**config.mk**
```make
export PLATFORM = sky130hd
export DESIGN_NAME = ddrh_ctrl
export DESIGN_NICKNAME = d
export VERILOG_FILES = /design/src/hw/ddrh_pkg.sv /design/src/hw/ddrh_div.sv /design/src/hw/ddrh_ctrl.sv
export SDC_FILE = /design/constraint.sdc
export NUM_CORES = 1
export LEC_CHECK = 0
export ABC_AREA = 1
export CAP_MARGIN = 20
export CORE_UTILIZATION = 55
export DETAILED_ROUTE_END_ITERATION = 10
export DONT_BUFFER_PORTS = 1
export PLACE_DENSITY = 0.7
export SLEW_MARGIN = 5
export SYNTH_ARGS = -nofsm -noshare
export SYNTH_HDL_FRONTEND = slang
export SYNTH_HIERARCHICAL = 1
export SYNTH_SLANG_ARGS = --single-unit
```
**constraint.sdc**
```tcl
create_clock -name I_CLK -period 2.25 [get_ports I_CLK]
set_input_delay 0.45 -clock I_CLK [delete_from_list [all_inputs] [get_ports I_CLK]]
set_output_delay 0.45 -clock I_CLK [all_outputs]
set_load 0.05 [all_outputs]
```
**src/hw/ddrh_pkg.sv**
```systemverilog
// Operation
// RQ1 - Clock gate high runs module clocks; low enters power-down or self-refresh.
// RQ2 - Rank select high makes the module ignore new commands.
// RQ3 - Address and control are captured on the rising true clock edge.
// RQ4 - RAS, CAS and WE levels together select the operation.
// RQ5 - Two bank-address lines pick the bank a command acts on.
// RQ6 - Activate carries the thirteen-bit row address.
// RQ7 - Read and write carry the column address on low address lines.
// RQ8 - AP high with read or write auto-precharges the bank after burst.
// RQ9 - Precharge with AP high closes all four banks.
// RQ10 - Precharge with AP low closes only the addressed bank.
// RQ11 - Module drives read strobes edge aligned with read data.
// RQ12 - Controller drives write strobes centred in the data eye.
// RQ13 - Each mask bit high discards its write byte, low stores it.
// RQ14 - Masks have no effect during reads.
// RQ15 - Mode register must be programmed before any access.
// RQ16 - CAS latency is two and a half or three cycles.
// RQ17 - Burst length is two, four or eight.
// RQ18 - Burst order is sequential or interleaved.
// RQ19 - Auto-refresh average spacing must stay within the maximum interval.
// RQ20 - Data moves on both clock edges, two per cycle.
// RQ21 - Module clock runs at up to the rated frequency.
// RQ22 - Command codes follow the standard DDR command truth table.
package ddrh_pkg;
  // ***********************************************************
  // Wishbone register map
  // ***********************************************************
  localparam logic [7:0] REG_CTRL   = 8'h00;
  localparam logic [7:0] REG_MODE   = 8'h04;
  localparam logic [7:0] REG_ADDR   = 8'h08;
  localparam logic [7:0] REG_WDATA  = 8'h0c;
  localparam logic [7:0] REG_RDATA  = 8'h10;
  localparam logic [7:0] REG_STATUS = 8'h14;
  localparam logic [7:0] REG_WMASK  = 8'h18;
  // Control fields
  localparam int CTRL_GO      = 0;
  localparam int CTRL_CMD_LSB = 1;
  localparam int CTRL_AP      = 4;
  localparam int CTRL_CKE     = 5;
  localparam int CTRL_RFEN    = 6;
  localparam logic [31:0] CTRL_RST_VAL = 32'h0000_0000;
  localparam logic [31:0] MODE_RST_VAL = 32'h0000_0000;
  // Mode register word layout on address pins
  localparam int MR_BL_LSB = 0;
  localparam int MR_BT     = 3;
  localparam int MR_CL_LSB = 4;
  // ***********************************************************
  // Command encodings {ras_n, cas_n, we_n}
  // ***********************************************************
  localparam logic [2:0] CMD_NOP  = 3'h7;
  localparam logic [2:0] CMD_ACT  = 3'h3;
  localparam logic [2:0] CMD_RD   = 3'h5;
  localparam logic [2:0] CMD_WR   = 3'h4;
  localparam logic [2:0] CMD_PRE  = 3'h2;
  localparam logic [2:0] CMD_REF  = 3'h1;
  localparam logic [2:0] CMD_MRS  = 3'h0;
  // Software command codes
  localparam logic [2:0] OP_ACT = 3'h0;
  localparam logic [2:0] OP_RD  = 3'h1;
  localparam logic [2:0] OP_WR  = 3'h2;
  localparam logic [2:0] OP_PRE = 3'h3;
  localparam logic [2:0] OP_REF = 3'h4;
  localparam logic [2:0] OP_MRS = 3'h5;
  // ***********************************************************
  // Timing
  // ***********************************************************
  localparam int CLK_PERIOD_PS  = 4000;
  localparam int REFI_MAX_NS    = 7800;
  localparam int REFI_CYC       = REFI_MAX_NS * 1000 / CLK_PERIOD_PS;
  localparam int LINK_DIV       = 2;   // link clock = 1/(2*DIV) of sys
  localparam int CMD_GAP_CYC    = 24;  // link cycles spare between cmds
  typedef enum logic [4:0] {
    ST_IDLE = 5'b00001,
    ST_CMD  = 5'b00010,
    ST_WAIT = 5'b00100,
    ST_DATA = 5'b01000,
    ST_DONE = 5'b10000
  } ddrh_state_e;
endpackage

```
**src/hw/ddrh_div.sv**
```systemverilog
`timescale 1ns/100ps
module ddrh_div
  import ddrh_pkg::*;
#(
  parameter int DIV = LINK_DIV
)(
  input  wire logic I_CLK,     // system clock
  input  wire logic I_SYS_RST, // sync reset
  output logic      o_rise,    // pulse: link clock rises next
  output logic      o_fall,    // pulse: link clock falls next
  output logic      o_ck       // link clock level
);
  if (DIV < 2 || DIV > 256) $error("DIV out of range");
  logic [7:0] cnt_ff;
  always_ff @(posedge I_CLK)
  begin
    if (I_SYS_RST)
    begin
      cnt_ff <= 8'h00;
      o_ck   <= 1'b0;
    end
    else if (cnt_ff == 8'(DIV - 1))
    begin
      cnt_ff <= 8'h00;
      o_ck   <= ~o_ck;
    end
    else
      cnt_ff <= cnt_ff + 8'h01;
  end
  always_comb
  begin
    o_rise = (cnt_ff == 8'(DIV - 1)) && !o_ck;
    o_fall = (cnt_ff == 8'(DIV - 1)) && o_ck;
  end
endmodule

```
**src/hw/ddrh_ctrl.sv**
```systemverilog
// Added by the designer: the Wishbone interface to the registers and the address map.
`timescale 1ns/100ps
module ddrh_ctrl
  import ddrh_pkg::*;
#(
  parameter int REFI = REFI_CYC
)(
  input  wire logic        I_CLK,        // system clock 250 MHz
  input  wire logic        I_SYS_RST,    // sync reset, active high
  input  wire logic        I_WB_CYC,     // wishbone cycle
  input  wire logic        I_WB_STB,     // wishbone strobe
  input  wire logic        I_WB_WE,      // wishbone write
  input  wire logic [7:0]  I_WB_ADR,     // byte address
  input  wire logic [3:0]  I_WB_SEL,     // byte lanes
  input  wire logic [31:0] I_WB_DAT,     // write data
  output logic      [31:0] O_WB_DAT,     // read data
  output logic             O_WB_ACK,     // ack
  output logic             O_CK,         // link clock true
  output logic             O_CK_N,       // link clock complement
  output logic             O_CLOCK_GATE, // clock gate to module
  output logic             O_RANK_SEL_N, // rank select, low active
  output logic             O_RAS_N,      // row strobe
  output logic             O_CAS_N,      // column strobe
  output logic             O_WE_N,       // write enable
  output logic      [1:0]  O_BA,         // bank address
  output logic      [12:0] O_A,          // address, A10 is AP
  output logic      [7:0]  O_DQ,         // data out (byte 0 lane)
  output logic             O_DQ_OE,      // data drive enable
  input  wire logic [7:0]  I_DQ,         // data in
  output logic             O_DQS,        // strobe out
  output logic             O_DQS_OE,     // strobe drive enable
  input  wire logic        I_DQS,        // strobe in
  output logic             O_DM          // write mask
);
  if (REFI <= 2 * CMD_GAP_CYC * LINK_DIV || REFI > 65535) $error("bad REFI");

  // ***********************************************************
  // Registers
  // ***********************************************************
  logic [31:0] ctrl_ff, mode_ff, addr_ff, wdata_ff, rdata_ff;
  logic [3:0]  wmask_ff;
  logic        busy_ff, mrs_done_ff, err_ff;
  logic [15:0] ref_cnt_ff;
  logic        ref_pend_ff;
  logic        go;
  logic        rise, fall, ck, dqs_edge;
  ddrh_state_e state_ff;
  logic [2:0]  op_ff;
  logic [7:0]  wait_ff;
  logic [3:0]  beat_ff;
  logic [3:0]  burst_len;
  logic [1:0]  dq_sync_ff [2];
  logic [7:0]  dq_s1_ff, dq_s2_ff;

  ddrh_div #(.DIV(LINK_DIV)) u_div (
    .I_CLK     (I_CLK),
    .I_SYS_RST (I_SYS_RST),
    .o_rise    (rise),
    .o_fall    (fall),
    .o_ck      (ck)
  );

  function automatic logic [3:0] bl_decode(input logic [2:0] f);
    case (f)
      3'h1:    bl_decode = 4'h2;
      3'h2:    bl_decode = 4'h4;
      3'h3:    bl_decode = 4'h8;
      default: bl_decode = 4'h2;
    endcase
  endfunction
  // Burst length field [RQ17]
  assign burst_len = bl_decode(mode_ff[MR_BL_LSB +: 3]);

  // ***********************************************************
  // Wishbone slave, one wait state
  // ***********************************************************
  logic wb_req;
  assign wb_req = I_WB_CYC && I_WB_STB && !O_WB_ACK;
  assign go = wb_req && I_WB_WE && I_WB_ADR == REG_CTRL
              && I_WB_SEL[0] && I_WB_DAT[CTRL_GO] && !busy_ff;

  always_ff @(posedge I_CLK)
  begin
    if (I_SYS_RST)
      O_WB_ACK <= 1'b0;
    else
      O_WB_ACK <= wb_req;
  end

  function automatic logic [31:0] lane_wr(input logic [31:0] old,
                                          input logic [31:0] nw,
                                          input logic [3:0]  sel);
    for (int i = 0; i < 4; i++)
      lane_wr[8*i +: 8] = sel[i] ? nw[8*i +: 8] : old[8*i +: 8];
  endfunction

  always_ff @(posedge I_CLK)
  begin
    if (I_SYS_RST)
    begin
      ctrl_ff  <= CTRL_RST_VAL;
      mode_ff  <= MODE_RST_VAL;
      addr_ff  <= 32'h0000_0000;
      wdata_ff <= 32'h0000_0000;
      wmask_ff <= 4'h0;
    end
    else if (wb_req && I_WB_WE)
    begin
      case (I_WB_ADR)
        REG_CTRL:  ctrl_ff  <= lane_wr(ctrl_ff, I_WB_DAT, I_WB_SEL)
                               & ~32'h0000_0001;
        REG_MODE:  mode_ff  <= lane_wr(mode_ff, I_WB_DAT, I_WB_SEL);
        REG_ADDR:  addr_ff  <= lane_wr(addr_ff, I_WB_DAT, I_WB_SEL);
        REG_WDATA: wdata_ff <= lane_wr(wdata_ff, I_WB_DAT, I_WB_SEL);
        REG_WMASK: if (I_WB_SEL[0]) wmask_ff <= I_WB_DAT[3:0];
        default:   ;
      endcase
    end
  end

  always_ff @(posedge I_CLK)
  begin
    if (I_SYS_RST)
      O_WB_DAT <= 32'h0000_0000;
    else if (wb_req && !I_WB_WE)
    begin
      case (I_WB_ADR)
        REG_CTRL:   O_WB_DAT <= ctrl_ff;
        REG_MODE:   O_WB_DAT <= mode_ff;
        REG_ADDR:   O_WB_DAT <= addr_ff;
        REG_WDATA:  O_WB_DAT <= wdata_ff;
        REG_RDATA:  O_WB_DAT <= rdata_ff;
        REG_STATUS: O_WB_DAT <= {28'h0, ref_pend_ff, err_ff,
                                 mrs_done_ff, busy_ff};
        REG_WMASK:  O_WB_DAT <= {28'h0, wmask_ff};
        default:    O_WB_DAT <= 32'h0000_0000;
      endcase
    end
  end

  // ***********************************************************
  // Refresh timer
  // ***********************************************************
  // Refresh waits for idle, so the timer fires with margin [RQ19]
  always_ff @(posedge I_CLK)
  begin
    if (I_SYS_RST)
    begin
      ref_cnt_ff  <= 16'h0000;
      ref_pend_ff <= 1'b0;
    end
    else
    begin
      if (ref_cnt_ff >= 16'(REFI - 2 * CMD_GAP_CYC * LINK_DIV))
      begin
        ref_cnt_ff  <= 16'h0000;
        ref_pend_ff <= ctrl_ff[CTRL_RFEN] && mrs_done_ff;
      end
      else
      begin
        ref_cnt_ff <= ref_cnt_ff + 16'h0001;
        if (state_ff == ST_CMD && op_ff == OP_REF && fall)
          ref_pend_ff <= 1'b0;
      end
    end
  end

  // ***********************************************************
  // Command sequencer
  // ***********************************************************
  always_ff @(posedge I_CLK)
  begin
    if (I_SYS_RST)
    begin
      state_ff    <= ST_IDLE;
      op_ff       <= OP_ACT;
      busy_ff     <= 1'b0;
      mrs_done_ff <= 1'b0;
      err_ff      <= 1'b0;
      wait_ff     <= 8'h00;
      beat_ff     <= 4'h0;
    end
    else
    begin
      case (state_ff)
        ST_IDLE:
        begin
          if (ref_pend_ff)
          begin
            op_ff    <= OP_REF;
            busy_ff  <= 1'b1;
            state_ff <= ST_CMD;
          end
          else if (go)
          begin
            // Access before mode set is refused [RQ15]
            if (!mrs_done_ff && I_WB_DAT[CTRL_CMD_LSB +: 3] != OP_MRS
                && I_WB_DAT[CTRL_CMD_LSB +: 3] != OP_PRE)
              err_ff <= 1'b1;
            else
            begin
              op_ff    <= I_WB_DAT[CTRL_CMD_LSB +: 3];
              busy_ff  <= 1'b1;
              state_ff <= ST_CMD;
            end
          end
        end
        ST_CMD:
          if (fall)
          begin
            if (op_ff == OP_MRS)
              mrs_done_ff <= 1'b1;
            // CL 3 vs 2.5 rounds up to whole link cycles [RQ16]
            wait_ff  <= (op_ff == OP_RD) ? 8'h03 : 8'(CMD_GAP_CYC);
            state_ff <= ST_WAIT;
          end
        ST_WAIT:
          if (rise)
          begin
            if (wait_ff == 8'h01)
            begin
              beat_ff  <= 4'h0;
              state_ff <= (op_ff == OP_RD || op_ff == OP_WR)
                          ? ST_DATA : ST_DONE;
            end
            wait_ff <= wait_ff - 8'h01;
          end
        ST_DATA:
          // Reads count captured strobes; writes run one beat on for strobe
          if (op_ff == OP_WR ? (rise || fall) : dqs_edge)
          begin
            beat_ff <= beat_ff + 4'h1;
            if (beat_ff == burst_len - ((op_ff == OP_WR) ? 4'h0 : 4'h1))
              state_ff <= ST_DONE;
          end
        ST_DONE:
        begin
          busy_ff  <= 1'b0;
          state_ff <= ST_IDLE;
        end
        default: state_ff <= ST_IDLE;
      endcase
    end
  end

  // ***********************************************************
  // Pin drivers
  // ***********************************************************
  // Commands change at the falling link edge, stable for the rise [RQ3]
  always_ff @(posedge I_CLK)
  begin
    if (I_SYS_RST)
    begin
      O_CK         <= 1'b0;
      O_CK_N       <= 1'b1;
      O_CLOCK_GATE <= 1'b0;
      O_RANK_SEL_N <= 1'b1;
      {O_RAS_N, O_CAS_N, O_WE_N} <= CMD_NOP;
      O_BA         <= 2'h0;
      O_A          <= 13'h0000;
    end
    else
    begin
      O_CK   <= ck ^ (rise | fall);              // [RQ21]
      O_CK_N <= ~(ck ^ (rise | fall));
      O_CLOCK_GATE <= ctrl_ff[CTRL_CKE];         // [RQ1]
      if (state_ff == ST_CMD && fall)
      begin
        O_RANK_SEL_N <= 1'b0;                    // [RQ2]
        O_BA <= addr_ff[29:28];                  // [RQ5]
        case (op_ff)                             // [RQ4] [RQ22]
          OP_ACT:
          begin
            {O_RAS_N, O_CAS_N, O_WE_N} <= CMD_ACT;
            O_A <= addr_ff[25:13];               // [RQ6]
          end
          OP_RD, OP_WR:
          begin
            {O_RAS_N, O_CAS_N, O_WE_N} <= (op_ff == OP_RD)
                                          ? CMD_RD : CMD_WR;
            // Column and auto-precharge flag [RQ7] [RQ8]
            O_A <= {2'h0, ctrl_ff[CTRL_AP], 1'b0, addr_ff[8:0]};
          end
          OP_PRE:
          begin
            {O_RAS_N, O_CAS_N, O_WE_N} <= CMD_PRE;
            // AP high closes all banks, else only BA [RQ9] [RQ10]
            O_A <= {2'h0, ctrl_ff[CTRL_AP], 10'h000};
          end
          OP_REF: {O_RAS_N, O_CAS_N, O_WE_N} <= CMD_REF;
          OP_MRS:
          begin
            {O_RAS_N, O_CAS_N, O_WE_N} <= CMD_MRS;
            O_BA <= 2'h0;
            // Burst length, type, latency [RQ15] [RQ17] [RQ18]
            O_A <= mode_ff[12:0];
          end
          default: {O_RANK_SEL_N, O_RAS_N, O_CAS_N, O_WE_N} <= {1'b1, CMD_NOP};
        endcase
      end
      else if (fall)
      begin
        O_RANK_SEL_N <= 1'b1;
        {O_RAS_N, O_CAS_N, O_WE_N} <= CMD_NOP;
      end
    end
  end

  // Write data: DQS edge lands mid-eye of each beat [RQ12] [RQ20]
  always_ff @(posedge I_CLK)
  begin
    if (I_SYS_RST)
    begin
      O_DQ     <= 8'h00;
      O_DQ_OE  <= 1'b0;
      O_DQS    <= 1'b0;
      O_DQS_OE <= 1'b0;
      O_DM     <= 1'b0;
    end
    else if (state_ff == ST_DATA && op_ff == OP_WR)
    begin
      O_DQ_OE  <= 1'b1;
      O_DQS_OE <= 1'b1;
      if (rise || fall)
      begin
        O_DQ <= wdata_ff[8*beat_ff[1:0] +: 8];
        O_DM <= wmask_ff[beat_ff[1:0]];          // [RQ13]
      end
      else if (beat_ff != 4'h0)
        O_DQS <= ~O_DQS;
    end
    else
    begin
      O_DQ_OE  <= 1'b0;
      O_DQS_OE <= 1'b0;
      O_DQS    <= 1'b0;
      O_DM     <= 1'b0;                          // [RQ14]
    end
  end

  // Read capture: strobe edges align with data edges [RQ11]
  assign dqs_edge = dq_sync_ff[1][1] != dq_sync_ff[1][0];
  always_ff @(posedge I_CLK)
  begin
    if (I_SYS_RST)
    begin
      dq_sync_ff[0] <= 2'h0;
      dq_sync_ff[1] <= 2'h0;
      dq_s1_ff      <= 8'h00;
      dq_s2_ff      <= 8'h00;
      rdata_ff      <= 32'h0000_0000;
    end
    else
    begin
      dq_sync_ff[0] <= {dq_sync_ff[0][0], I_DQS};
      dq_sync_ff[1] <= {dq_sync_ff[1][0], dq_sync_ff[0][1]};
      dq_s1_ff      <= I_DQ;
      dq_s2_ff      <= dq_s1_ff;
      if (state_ff == ST_DATA && op_ff == OP_RD && dqs_edge)
        rdata_ff <= {dq_s2_ff, rdata_ff[31:8]};
    end
  end
endmodule

```
# Word-level counts from Yosys, hierarchy flattened
# Memory sizes are Yosys's and may differ from the RTL's.
# Cells that the tools add are included.
# classes
n_bitwise,10
n_shift,1
magnitude_cmp,2
muxes,51
addsub,5
eq_ne,32
reduce_logical,71
# ops
operator,n
$pmux 32 s7,1
$reduce_and 3->1,21
$pmux 13 s4,1
$mux 5,10
$shiftx 32x6->8,1
$eq 8x5->1 const B,3
$pmux 5 s4,1
$logic_and 1x1->1,19
$mux 1,19
$add 16x1->16 const B,1
$eq 8x1->1 const B,2
$eq 8x4->1 const B,2
$ge 16x11->1 const B,1
$mux 8,2
$pmux 4 s2,2
$pmux 8 s2,1
$eq 3x2->1 const B,4
$mux 4,3
$ne 2x2->1 const B,6
$reduce_bool 2->1,6
$reduce_or 2->1,6
$mux 3,3
$ne 3x3->1 const B,3
$add 8x1->8 const B,1
31 further kinds,53
# word_totals
reg_bits,294
n_memories,1
output_inout_bits,67
mem_bits_rw,4
inputBits,58
# mem_list
memory,words,width,rd,rd_clocked_by_memory_dff,write_ports,line,text
dq_sync_ff,2,2,2,0,2,ddrh_ctrl.sv:52,logic [1:0] dq_sync_ff [2];

# Logic depth before layout (Yosys ltp)
# Gate-level depths: netlist of the first run.
# logic_depth
word_depth,10
ltp_mapped,17
depth_no_buf,17

# Hierarchy
# The synthesis of the first run kept the hierarchy.
# by_module_without_submodules
module,n_inst,area_per_inst_um2,seq_area_each_um2,cells_each
ddrh_ctrl,1,12278.0,5785.5,1597
ddrh_div,1,489.2,180.2,71

# Least setup slack after synthesis of the first run
# OpenSTA, ideal clock, no wires.
# synth_timing
path_type,register to register
start,reg u_div.cnt_ff[0]
end,reg beat_ff[3]
arrival_ns,1.821
t_required_ns,2.129
slack_ns,0.308
n_path_buf,0
synth_period_minus_slack_ns,1.942
stages_incl_launch_ff,16
path_cell_list,dfxtp_1 > ha_1 > nand2_1 > nor2_1 > nand3_1 > inv_1 > inv_1 > nand2_1 > nand3_1 > nand2_1 > nand2_1 > nand2_1 > nand2_2 > nor2_1 > xor2_1 > nor2_1
# synth_between
elab_chain_len,6
# synth_rtl
item,line,text
start: declaration,ddrh_div.sv:14,logic [7:0] cnt_ff;
start signal: assignment,ddrh_div.sv:28,cnt_ff <= cnt_ff + 8'h01;
$eq 8x1->1,ddrh_div.sv:33,o_fall = (cnt_ff == 8'(DIV - 1)) && o_ck;
$logic_and 1x1->1,ddrh_div.sv:33,
via fall,ddrh_ctrl.sv:46,"logic rise, fall, ck, dqs_edge;"
$logic_or 1x1->1,ddrh_ctrl.sv:230,if (op_ff == OP_WR ? (rise || fall) : dqs_edge)
$mux 1,ddrh_ctrl.sv:230,
$ne 2x2->1 (no source line),-,
$reduce_and 4->1 (no source line),-,
end signal: assignment,ddrh_ctrl.sv:232,beat_ff <= beat_ff + 4'h1;
end: declaration,ddrh_ctrl.sv:50,logic [3:0] beat_ff;
# The timed path passes the listed nets, and every way through them passes these cells.
# A chain may end at the register's enable or synchronous reset.

# Worst setup path in the final report of the first run
# layout_timing
start,reg u_div.cnt_ff[1]
end,reg O_DQ[3]
# layout_between
elab_chain_len,4
# layout_rtl
item,line,text
$eq 8x1->1,ddrh_div.sv:32,o_rise = (cnt_ff == 8'(DIV - 1)) && !o_ck;
$logic_and 1x1->1,ddrh_div.sv:32,
via rise,ddrh_ctrl.sv:46,
$logic_or 1x1->1,ddrh_ctrl.sv:324,if (rise || fall)
$reduce_and 2->1 (no source line),-,
end signal: assignment,ddrh_ctrl.sv:326,O_DQ <= wdata_ff[8*beat_ff[1:0] +: 8];
end: declaration,ddrh_ctrl.sv:27,"output logic [7:0] O_DQ,"
# The timed path passes the listed nets, and every way through them passes these cells.

==> summary.md, run 1 <==
| Metric | Value |
|---|---|
| Minimum clock period | `~2.1 ns` |
| Multi-input combinational cell area | `roughly 5700 sq um` |
| Clock Power Share | `0.467` |
| Net Sw Frac | `0.224` |
| Max incr delay on CP | `0.33 ns` |
| Setup_tns | `0 ns` |
| Commonest non-fill, non-tap cell in the layout | `dfxtp_1` |
| Clk Latency, worst-skew pair | `around 0.57 ns` |
| Clock slew at reported path FFs | `0.06 ns` |
| CTS tree | `yes` |
| 1st-pass router iterations | `6` |
| DR vias/cell | `5.73` |
| Seq/Total Area, Yosys | `0.467` |
| Routed length per instance | `between 15 and 20 um` |
| Final Non-Filler Cells | `1978` |
| Final instance area | `14200 sq um` |
| Post-route setup slack | `~0.19 ns` |
| Register area | `a little under 6000 sq um` |
| Synth Instances | `1668` |
| Max VDD drop | `0.634 mV` |
| Worst Skew | `roughly 0.019 ns` |
| FMAX | `a little under 500 MHz` |
| Die height | `roughly 150 um` |
| Antenna-violating nets left | `0` |
| Clk sinks | `298` |
| Crit path max fanout | `16` |
| Gate power share | `0.035` |
| Final hold viol count | `0` |
| Total of max-cap violations | `0` |
| Placed cells | `1908` |
| Global route total overflow | `0` |
| Cell variety after synth | `48` |
| Setup violators final | `0` |
| Worst Path Arrival | `about 2.5 ns` |
| Int Pwr | `8.34 mW` |
| Synth warn | `6` |
| WL final | `36300 um` |
| Top cells by area, synth | `dfxtp_1, o21ai_0, a21oi_1` |
| Slew of the pin with the lowest slew margin | `around 0.82 ns` |
| H-tree depth | `1` |
| Via total after detailed routing | `11300` |
| Sequential power share | `0.499` |
| Number of global-route vias before repair | `10500` |
| Slew Viols, Final | `0` |
| Final period util | `0.916` |
| Rows | `55` |
| Starting density of the core | `0.562` |
| CORE AREA | `22700 sq um` |
| Placer congestion estimate | `between 0.9 and 1` |
| Startpoint types | `flop` |
| Setup repair bufs after CTS | `0` |
| Root Buffer | `clkbuf_16` |
| Cell Chain, Critical Path | `inv_1 -> ha_1 -> nand2_1 -> nor2_2 -> nand2_2 -> nor2_2 -> inv_1 -> nand2_2 -> buf_4 -> nor3b_4 -> buf_6 -> o21ai_0 -> a31oi_1` |
| Final net count | `1738` |
| CP Class | `flop to flop` |
| Bufs and invs on worst path | `4` |
| Critical path's slowest cell | `dfxtp_1` |
| First-pass GRT wire length | `57300 um` |
| Most frequent cells in the layout | `dfxtp_1, nand2_1, o21ai_0` |
| Global Route Usage Sum | `0.304` |
| Total Power | `10.7 mW` |
| Initial antenna violation count | `0` |
| DRC viols | `0` |
| 1st-iter DRT viols | `1057` |
| Placement Setup Slack | `0.0973 ns` |
| Cell taking the most area after synthesis | `dfxtp_1` |
| HP Class | `input port to flop` |
| Layout cells sized above 1 | `0.0986` |
| Syn avg cell area | `7.65 sq um` |
| Leakage Power | `5.42 nW` |
| Filler cells | `approximately 2100` |
| Status | `complete, no violations` |
| Io pins | `125` |
| Clk buf depth | `3` |
| Pwr/cell area | `757 nW/um^2` |
| Area after DPL | `13000 sq um` |
| Hpwl dp | `25200 um` |
| NetSw | `2.41 mW` |
| CP Data Required Time | `2.73 ns` |
| IO buf count | `0` |
| Area grow syn2layout | `11.2%` |
| CP delay by family, top | `simple AND/OR/NAND/NOR gates` |
| Mapped Area | `12800 sq um` |
| Rel. slew slack | `0.454` |
| Yosys reg bits | `298` |
| Post-synth top area share | `0.467` |
| Antenna diodes | `0` |
| Crit end category | `flop` |
| Largest net degree at the start of global routing | `roughly 100` |
| Die Wd | `approximately 150 um` |
| Number of buffers created by CTS | `30` |
| Die area | `roughly 24000 sq um` |
[power by group through the flow]
stage                     Clock [mW]  Combinational [mW]  Sequential [mW]
after global placement             0               0.297             5.47
final                           5.02               0.371             5.36
after detailed placement           0               0.301             5.47
after CTS                       5.06               0.362             5.36
after global routing            5.30               0.407             5.36
after floorplan                    0               0.231             5.47
[Yosys cell counts (all sizes together)]
cell type    n
nor2       182
clkinv       2
xnor2        5
a21oi      204
a32oi        1
nor3         7
dfxtp      298
nand3b       1
nand3       77
a31oi       15
o22ai       22
a41oi        2
nand2      262
buf         43
o221ai       5
or2          1
o211ai       4
nand4       19
xor2        10
conb         1
ha           9
clkbuf      41
a211oi      24
inv        173
and3         3
o21ai      254
nor3b        3
[routing by layer]
metal	part of all wire	GRT usage
met2	0.44	0.463
met4	0.038	0.117
met5	0	0
met3	0.086	0.0549
met1	0.44	0.429
[area by class of cell]
cell class / instances / share of cell area
clock buffers: 42 / 0.0582
well taps: 285 / 0.0251
multi-input cells: 1115 / 0.404
repair buffers: 51 / 0.0348
inverters: 175 / 0.0467
flip-flops and latches: 298 / 0.420
clock inverters: 12 / 0.0115
[metrics by stage]
| step | util | hold slack, ns |
|---|---|---|
| finish | 0.625 | 0.0167 |
| global route | 0.625 | 0.00317 |
| global placement | 0.573 | 0.390 |
| floorplan | - | 0.388 |
| CTS | 0.624 | 0.00127 |
| detailed placement | 0.573 | 0.393 |
[worst reg2reg max path, delay by kind of cell (launching register included)]
| kind | cells | cell delay [ns] |
|---|---|---|
| fa+ha+maj | 1 | 0.16 |
| simple gates | 6 | 0.77 |
| flops | 1 | 0.33 |
| buf+inv | 4 | 0.45 |
| compound gates | 2 | 0.27 |
[final timing paths]
kind                               to  depth (start not counted)  slack (ns)                       start
max              O_DQ[3]$_SDFFE_PP0P_                         13        0.19  u_div/cnt_ff[1]$_SDFF_PP0_
min          ctrl_ff[18]$_SDFFE_PP0P_                          2        0.02                I_WB_DAT[18]
max reg2reg      O_DQ[3]$_SDFFE_PP0P_                         13        0.19  u_div/cnt_ff[1]$_SDFF_PP0_
min reg2reg    dq_s2_ff[0]$_SDFF_PP0_                          2        0.40      dq_s1_ff[0]$_SDFF_PP0_
[sequential cells by signal (all words and copies together) (netlist names), 2 cells and up]
name          flops
O_WB_DAT         32
addr_ff          32
mode_ff          32
rdata_ff         32
wdata_ff         32
ctrl_ff          31
ref_cnt_ff       16
O_A              13
O_DQ              8
dq_s1_ff          8
dq_s2_ff          8
u_div/cnt_ff      8
wait_ff           8
state_ff          5
beat_ff           4
dq_sync_ff        4
wmask_ff          4
op_ff             3
O_BA              2
[cell families after synthesis]
logic type | Yosys count | synth area share
adders and majority gates | 9 | 0.00882
buffers and inverters | 259 | 0.0865
xor gates and xnor gates | 15 | 0.0103
DFF | 298 | 0.467
AOI/OAI and AO/OA | 531 | 0.223
and+or+nand+nor | 555 | 0.204
other | 1 | 0.000294
[repair_timing]
| item | 4_1_cts | 5_1_grt |
|---|---|---|
| endpoints found under the setup margin | 0 | 29 |
| hold buffers | 16 | 0 |
| endpoints found under the hold margin | 106 | 0 |
| gates resized for setup | 0 | 6 |
Power figures use the tool's default switching activity.
==> inputs of run 2 (changes only) <==
--- a/config.mk
+++ b/config.mk
@@ -11,6 +11,7 @@
 export DETAILED_ROUTE_END_ITERATION = 10
 export DONT_BUFFER_PORTS = 1
 export PLACE_DENSITY = 0.7
+export RECOVER_POWER = 100
 export SLEW_MARGIN = 5
 export SYNTH_ARGS = -nofsm -noshare
 export SYNTH_HDL_FRONTEND = slang
==> constraint.sdc (replaced) <==
create_clock -name I_CLK -period 2.6 [get_ports I_CLK]
set_input_delay 0.52 -clock I_CLK [delete_from_list [all_inputs] [get_ports I_CLK]]
set_output_delay 0.52 -clock I_CLK [all_outputs]
set_load 0.05 [all_outputs]
==> summary.md, run 2 (synthesized netlist as in run 1, its figures left out) <==
| Metric | Value |
|---|---|
| Max incr delay on CP | `0.48 ns` |
| # resized after CTS | `0` |
| R2r startpoint | `O_WB_ACK$_SDFF_PP0_` |
| Crit end category | `flop` |
| CTS tree | `yes` |
| Hpwl dp | `25200 um` |
| Clk sinks | `298` |
| Startpoint types | `flop` |
| # hold bufs at CTS | `0` |
| Global Route Usage Sum | `0.295` |
| Number of global-route vias before repair | `10300` |
| Pwr/cell area | `between 600 and 700 nW/um^2` |
| Final instance area | `13800 sq um` |
| Root Buffer | `clkbuf_16` |
| IO buf count | `0` |
| Routed length per instance | `18.2 um` |
| Worst reg2reg setup slack | `0.23 ns` |
| Clock slew at reported path FFs | `roughly 0.06 ns` |
| Largest net degree at the start of global routing | `107` |
| Total of max-cap violations | `0` |
| Io pins | `roughly 130` |
| Hold EP | `state_ff[1]$_SDFFE_PP0P_` |
| Cell Chain, Critical Path | `inv_1 -> nand4_1 -> inv_1 -> nand2_1 -> nor2_4 -> nand2_1 -> nand2_1 -> nand2_1 -> o21ai_0 -> a21oi_1` |
| R2R Path End | `op_ff[0]$_SDFFE_PP0P_` |
| Placer congestion estimate | `approximately 0.93` |
| Rows | `55` |
| Crit path max fanout | `8` |
| 1st-pass router iterations | `5` |
| Register area | `5970 sq um` |
| Critical path's slowest cell | `dfxtp_1` |
| Max VDD drop | `0.433 mV` |
| Met2 Track Usage GR | `0.463` |
| CORE AREA | `22700 sq um` |
| Initial antenna violation count | `0` |
| Area after DPL | `around 13000 sq um` |
| Filler cells | `2073` |
| Final hold viol count | `0` |
| Clk Latency, worst-skew pair | `0.56 ns` |
| Clk buf depth | `3` |
| Worst Path Arrival | `approximately 2.8 ns` |
| Die height | `approximately 150 um` |
| Final Non-Filler Cells | `around 2000` |
| Cell mode on critical path | `nand2_1` |
| Setup violators final | `0` |
| Slew Viols, Final | `0` |
| HP Class | `input port to flop` |
| CP Data Required Time | `3.04 ns` |
| Starting density of the core | `0.562` |
| Die area | `about 24000 sq um` |
| Setup_tns | `0 ns` |
| Rel. slew slack | `0.229` |
| Area grow syn2layout | `8.47%` |
| Antenna-violating nets left | `0` |
| Commonest non-fill, non-tap cell in the layout | `dfxtp_1` |
| Final period util | `0.912` |
| WL final | `35700 um` |
| Multi-input combinational cell area | `around 5600 sq um` |
| Met1 Resource Use GR | `0.407` |
| RSZ-0062 raised after global routing | `false` |
| CP Class | `flop to flop` |
| Number of buffers created by CTS | `31` |
| 1st-iter DRT viols | `1080` |
| CP delay by family, top | `simple AND/OR/NAND/NOR gates` |
| R2R depth | `10` |
| Minimum clock period | `2.37 ns` |
| First-pass GRT wire length | `55800 um` |
| GR Util met3 | `0.0490` |
| Antenna diodes | `0` |
| Layout cells sized above 1 | `0.0764` |
| Die Wd | `154 um` |
| DR vias/cell | `approximately 5.8` |
| H-tree depth | `1` |
| Leakage Power | `5.23 nW` |
| Slew of the pin with the lowest slew margin | `1.16 ns` |
| Most frequent cells in the layout | `dfxtp_1, nand2_1, o21ai_0` |
| Status | `complete, no violations` |
| Worst Skew | `about 0.01 ns` |
| Global route hottest layer | `met2` |
| Placed cells | `1903` |
| Worst Hold Depth | `1` |
| HP Start | `I_SYS_RST` |
| Via total after detailed routing | `11300` |
| Bufs and invs on worst path | `2` |
| Final net count | `1718` |
| DRC viols | `0` |
| Setup repair bufs after CTS | `0` |
| FMAX | `roughly 420 MHz` |
| Global route total overflow | `0` |
[run 2: changes by cell type in the layout (fill, tap and decap cells not counted), moves of 8 or more]
cell           change
buf_4             -14
inv_2              -9
inv_1              +9
nor2_4             -8
dlygate4sd3_1     -15
o21ai_1           -27
o21ai_0           +27
nor2_1            +12
[run 2: area by class of cell]
type	instances	area share
Sequential cell	298	0.431
Timing Repair Buffer	30	0.0161
Clock inverter	18	0.0164
Inverter	175	0.0479
Tap cell	285	0.0257
Clock buffer	39	0.0604
Multi-Input combinational cell	1115	0.403
[run 2: metrics by stage]
stage | hold slack [ns] | worst slack [ns] | power, mW | utilization
final | 0.0501 | 0.230 | 9.52 | 0.610
after detailed placement | 0.395 | 0.365 | 4.99 | 0.571
after floorplan | 0.388 | 0.658 | 4.94 | -
after CTS | 0.0194 | 0.344 | 9.56 | 0.618
after global routing | 0.0424 | 0.0247 | 9.78 | 0.610
after global placement | 0.392 | 0.460 | 4.99 | 0.571
[run 2: routing by layer]
metal / up-vias / routed length [um]
met3: 72 / 3000
li1: 5511 / -
met5: - / 0
met2: 462 / 16000
met1: 5236 / 15500
met4: 0 / 1220
[run 2: how the worst max path moves through the flow]
stage                               startpoint                       end  slack (ns)  cells past startpoint
finish                     O_WB_ACK$_SDFF_PP0_     op_ff[0]$_SDFFE_PP0P_        0.23                     10
global route        u_div/cnt_ff[0]$_SDFF_PP0_      O_DQ[1]$_SDFFE_PP0P_        0.02                     11
CTS                 u_div/cnt_ff[0]$_SDFF_PP0_   beat_ff[3]$_SDFFE_PP0P_        0.34                     15
detailed placement  u_div/cnt_ff[0]$_SDFF_PP0_   beat_ff[3]$_SDFFE_PP0P_        0.37                     15
global placement                   I_WB_ADR[5]  O_WB_DAT[0]$_SDFFE_PP0P_        0.46                      9
floorplan           u_div/cnt_ff[0]$_SDFF_PP0_   beat_ff[3]$_SDFFE_PP0P_        0.66                     15
[run 2: power breakdown]
group / leakage (nW) / internal [mW] / total (mW) / switching [mW]
sequential: 2.41 / 4.60 / 4.64 / 0.0409
clock: 0.512 / 2.77 / 4.63 / 1.87
combinational: 2.31 / 0.0659 / 0.243 / 0.177
total: 5.23 / 7.43 / 9.52 / 2.09
[run 2: worst reg2reg max path, cell delays in order, from the launching register on]
cell	delay, ns
dfxtp_1	0.48
inv_1	0.14
nand4_1	0.08
inv_1	0.21
nand2_1	0.37
nor2_4	0.34
nand2_1	0.12
nand2_1	0.07
nand2_1	0.18
o21ai_0	0.22
a21oi_1	0.06
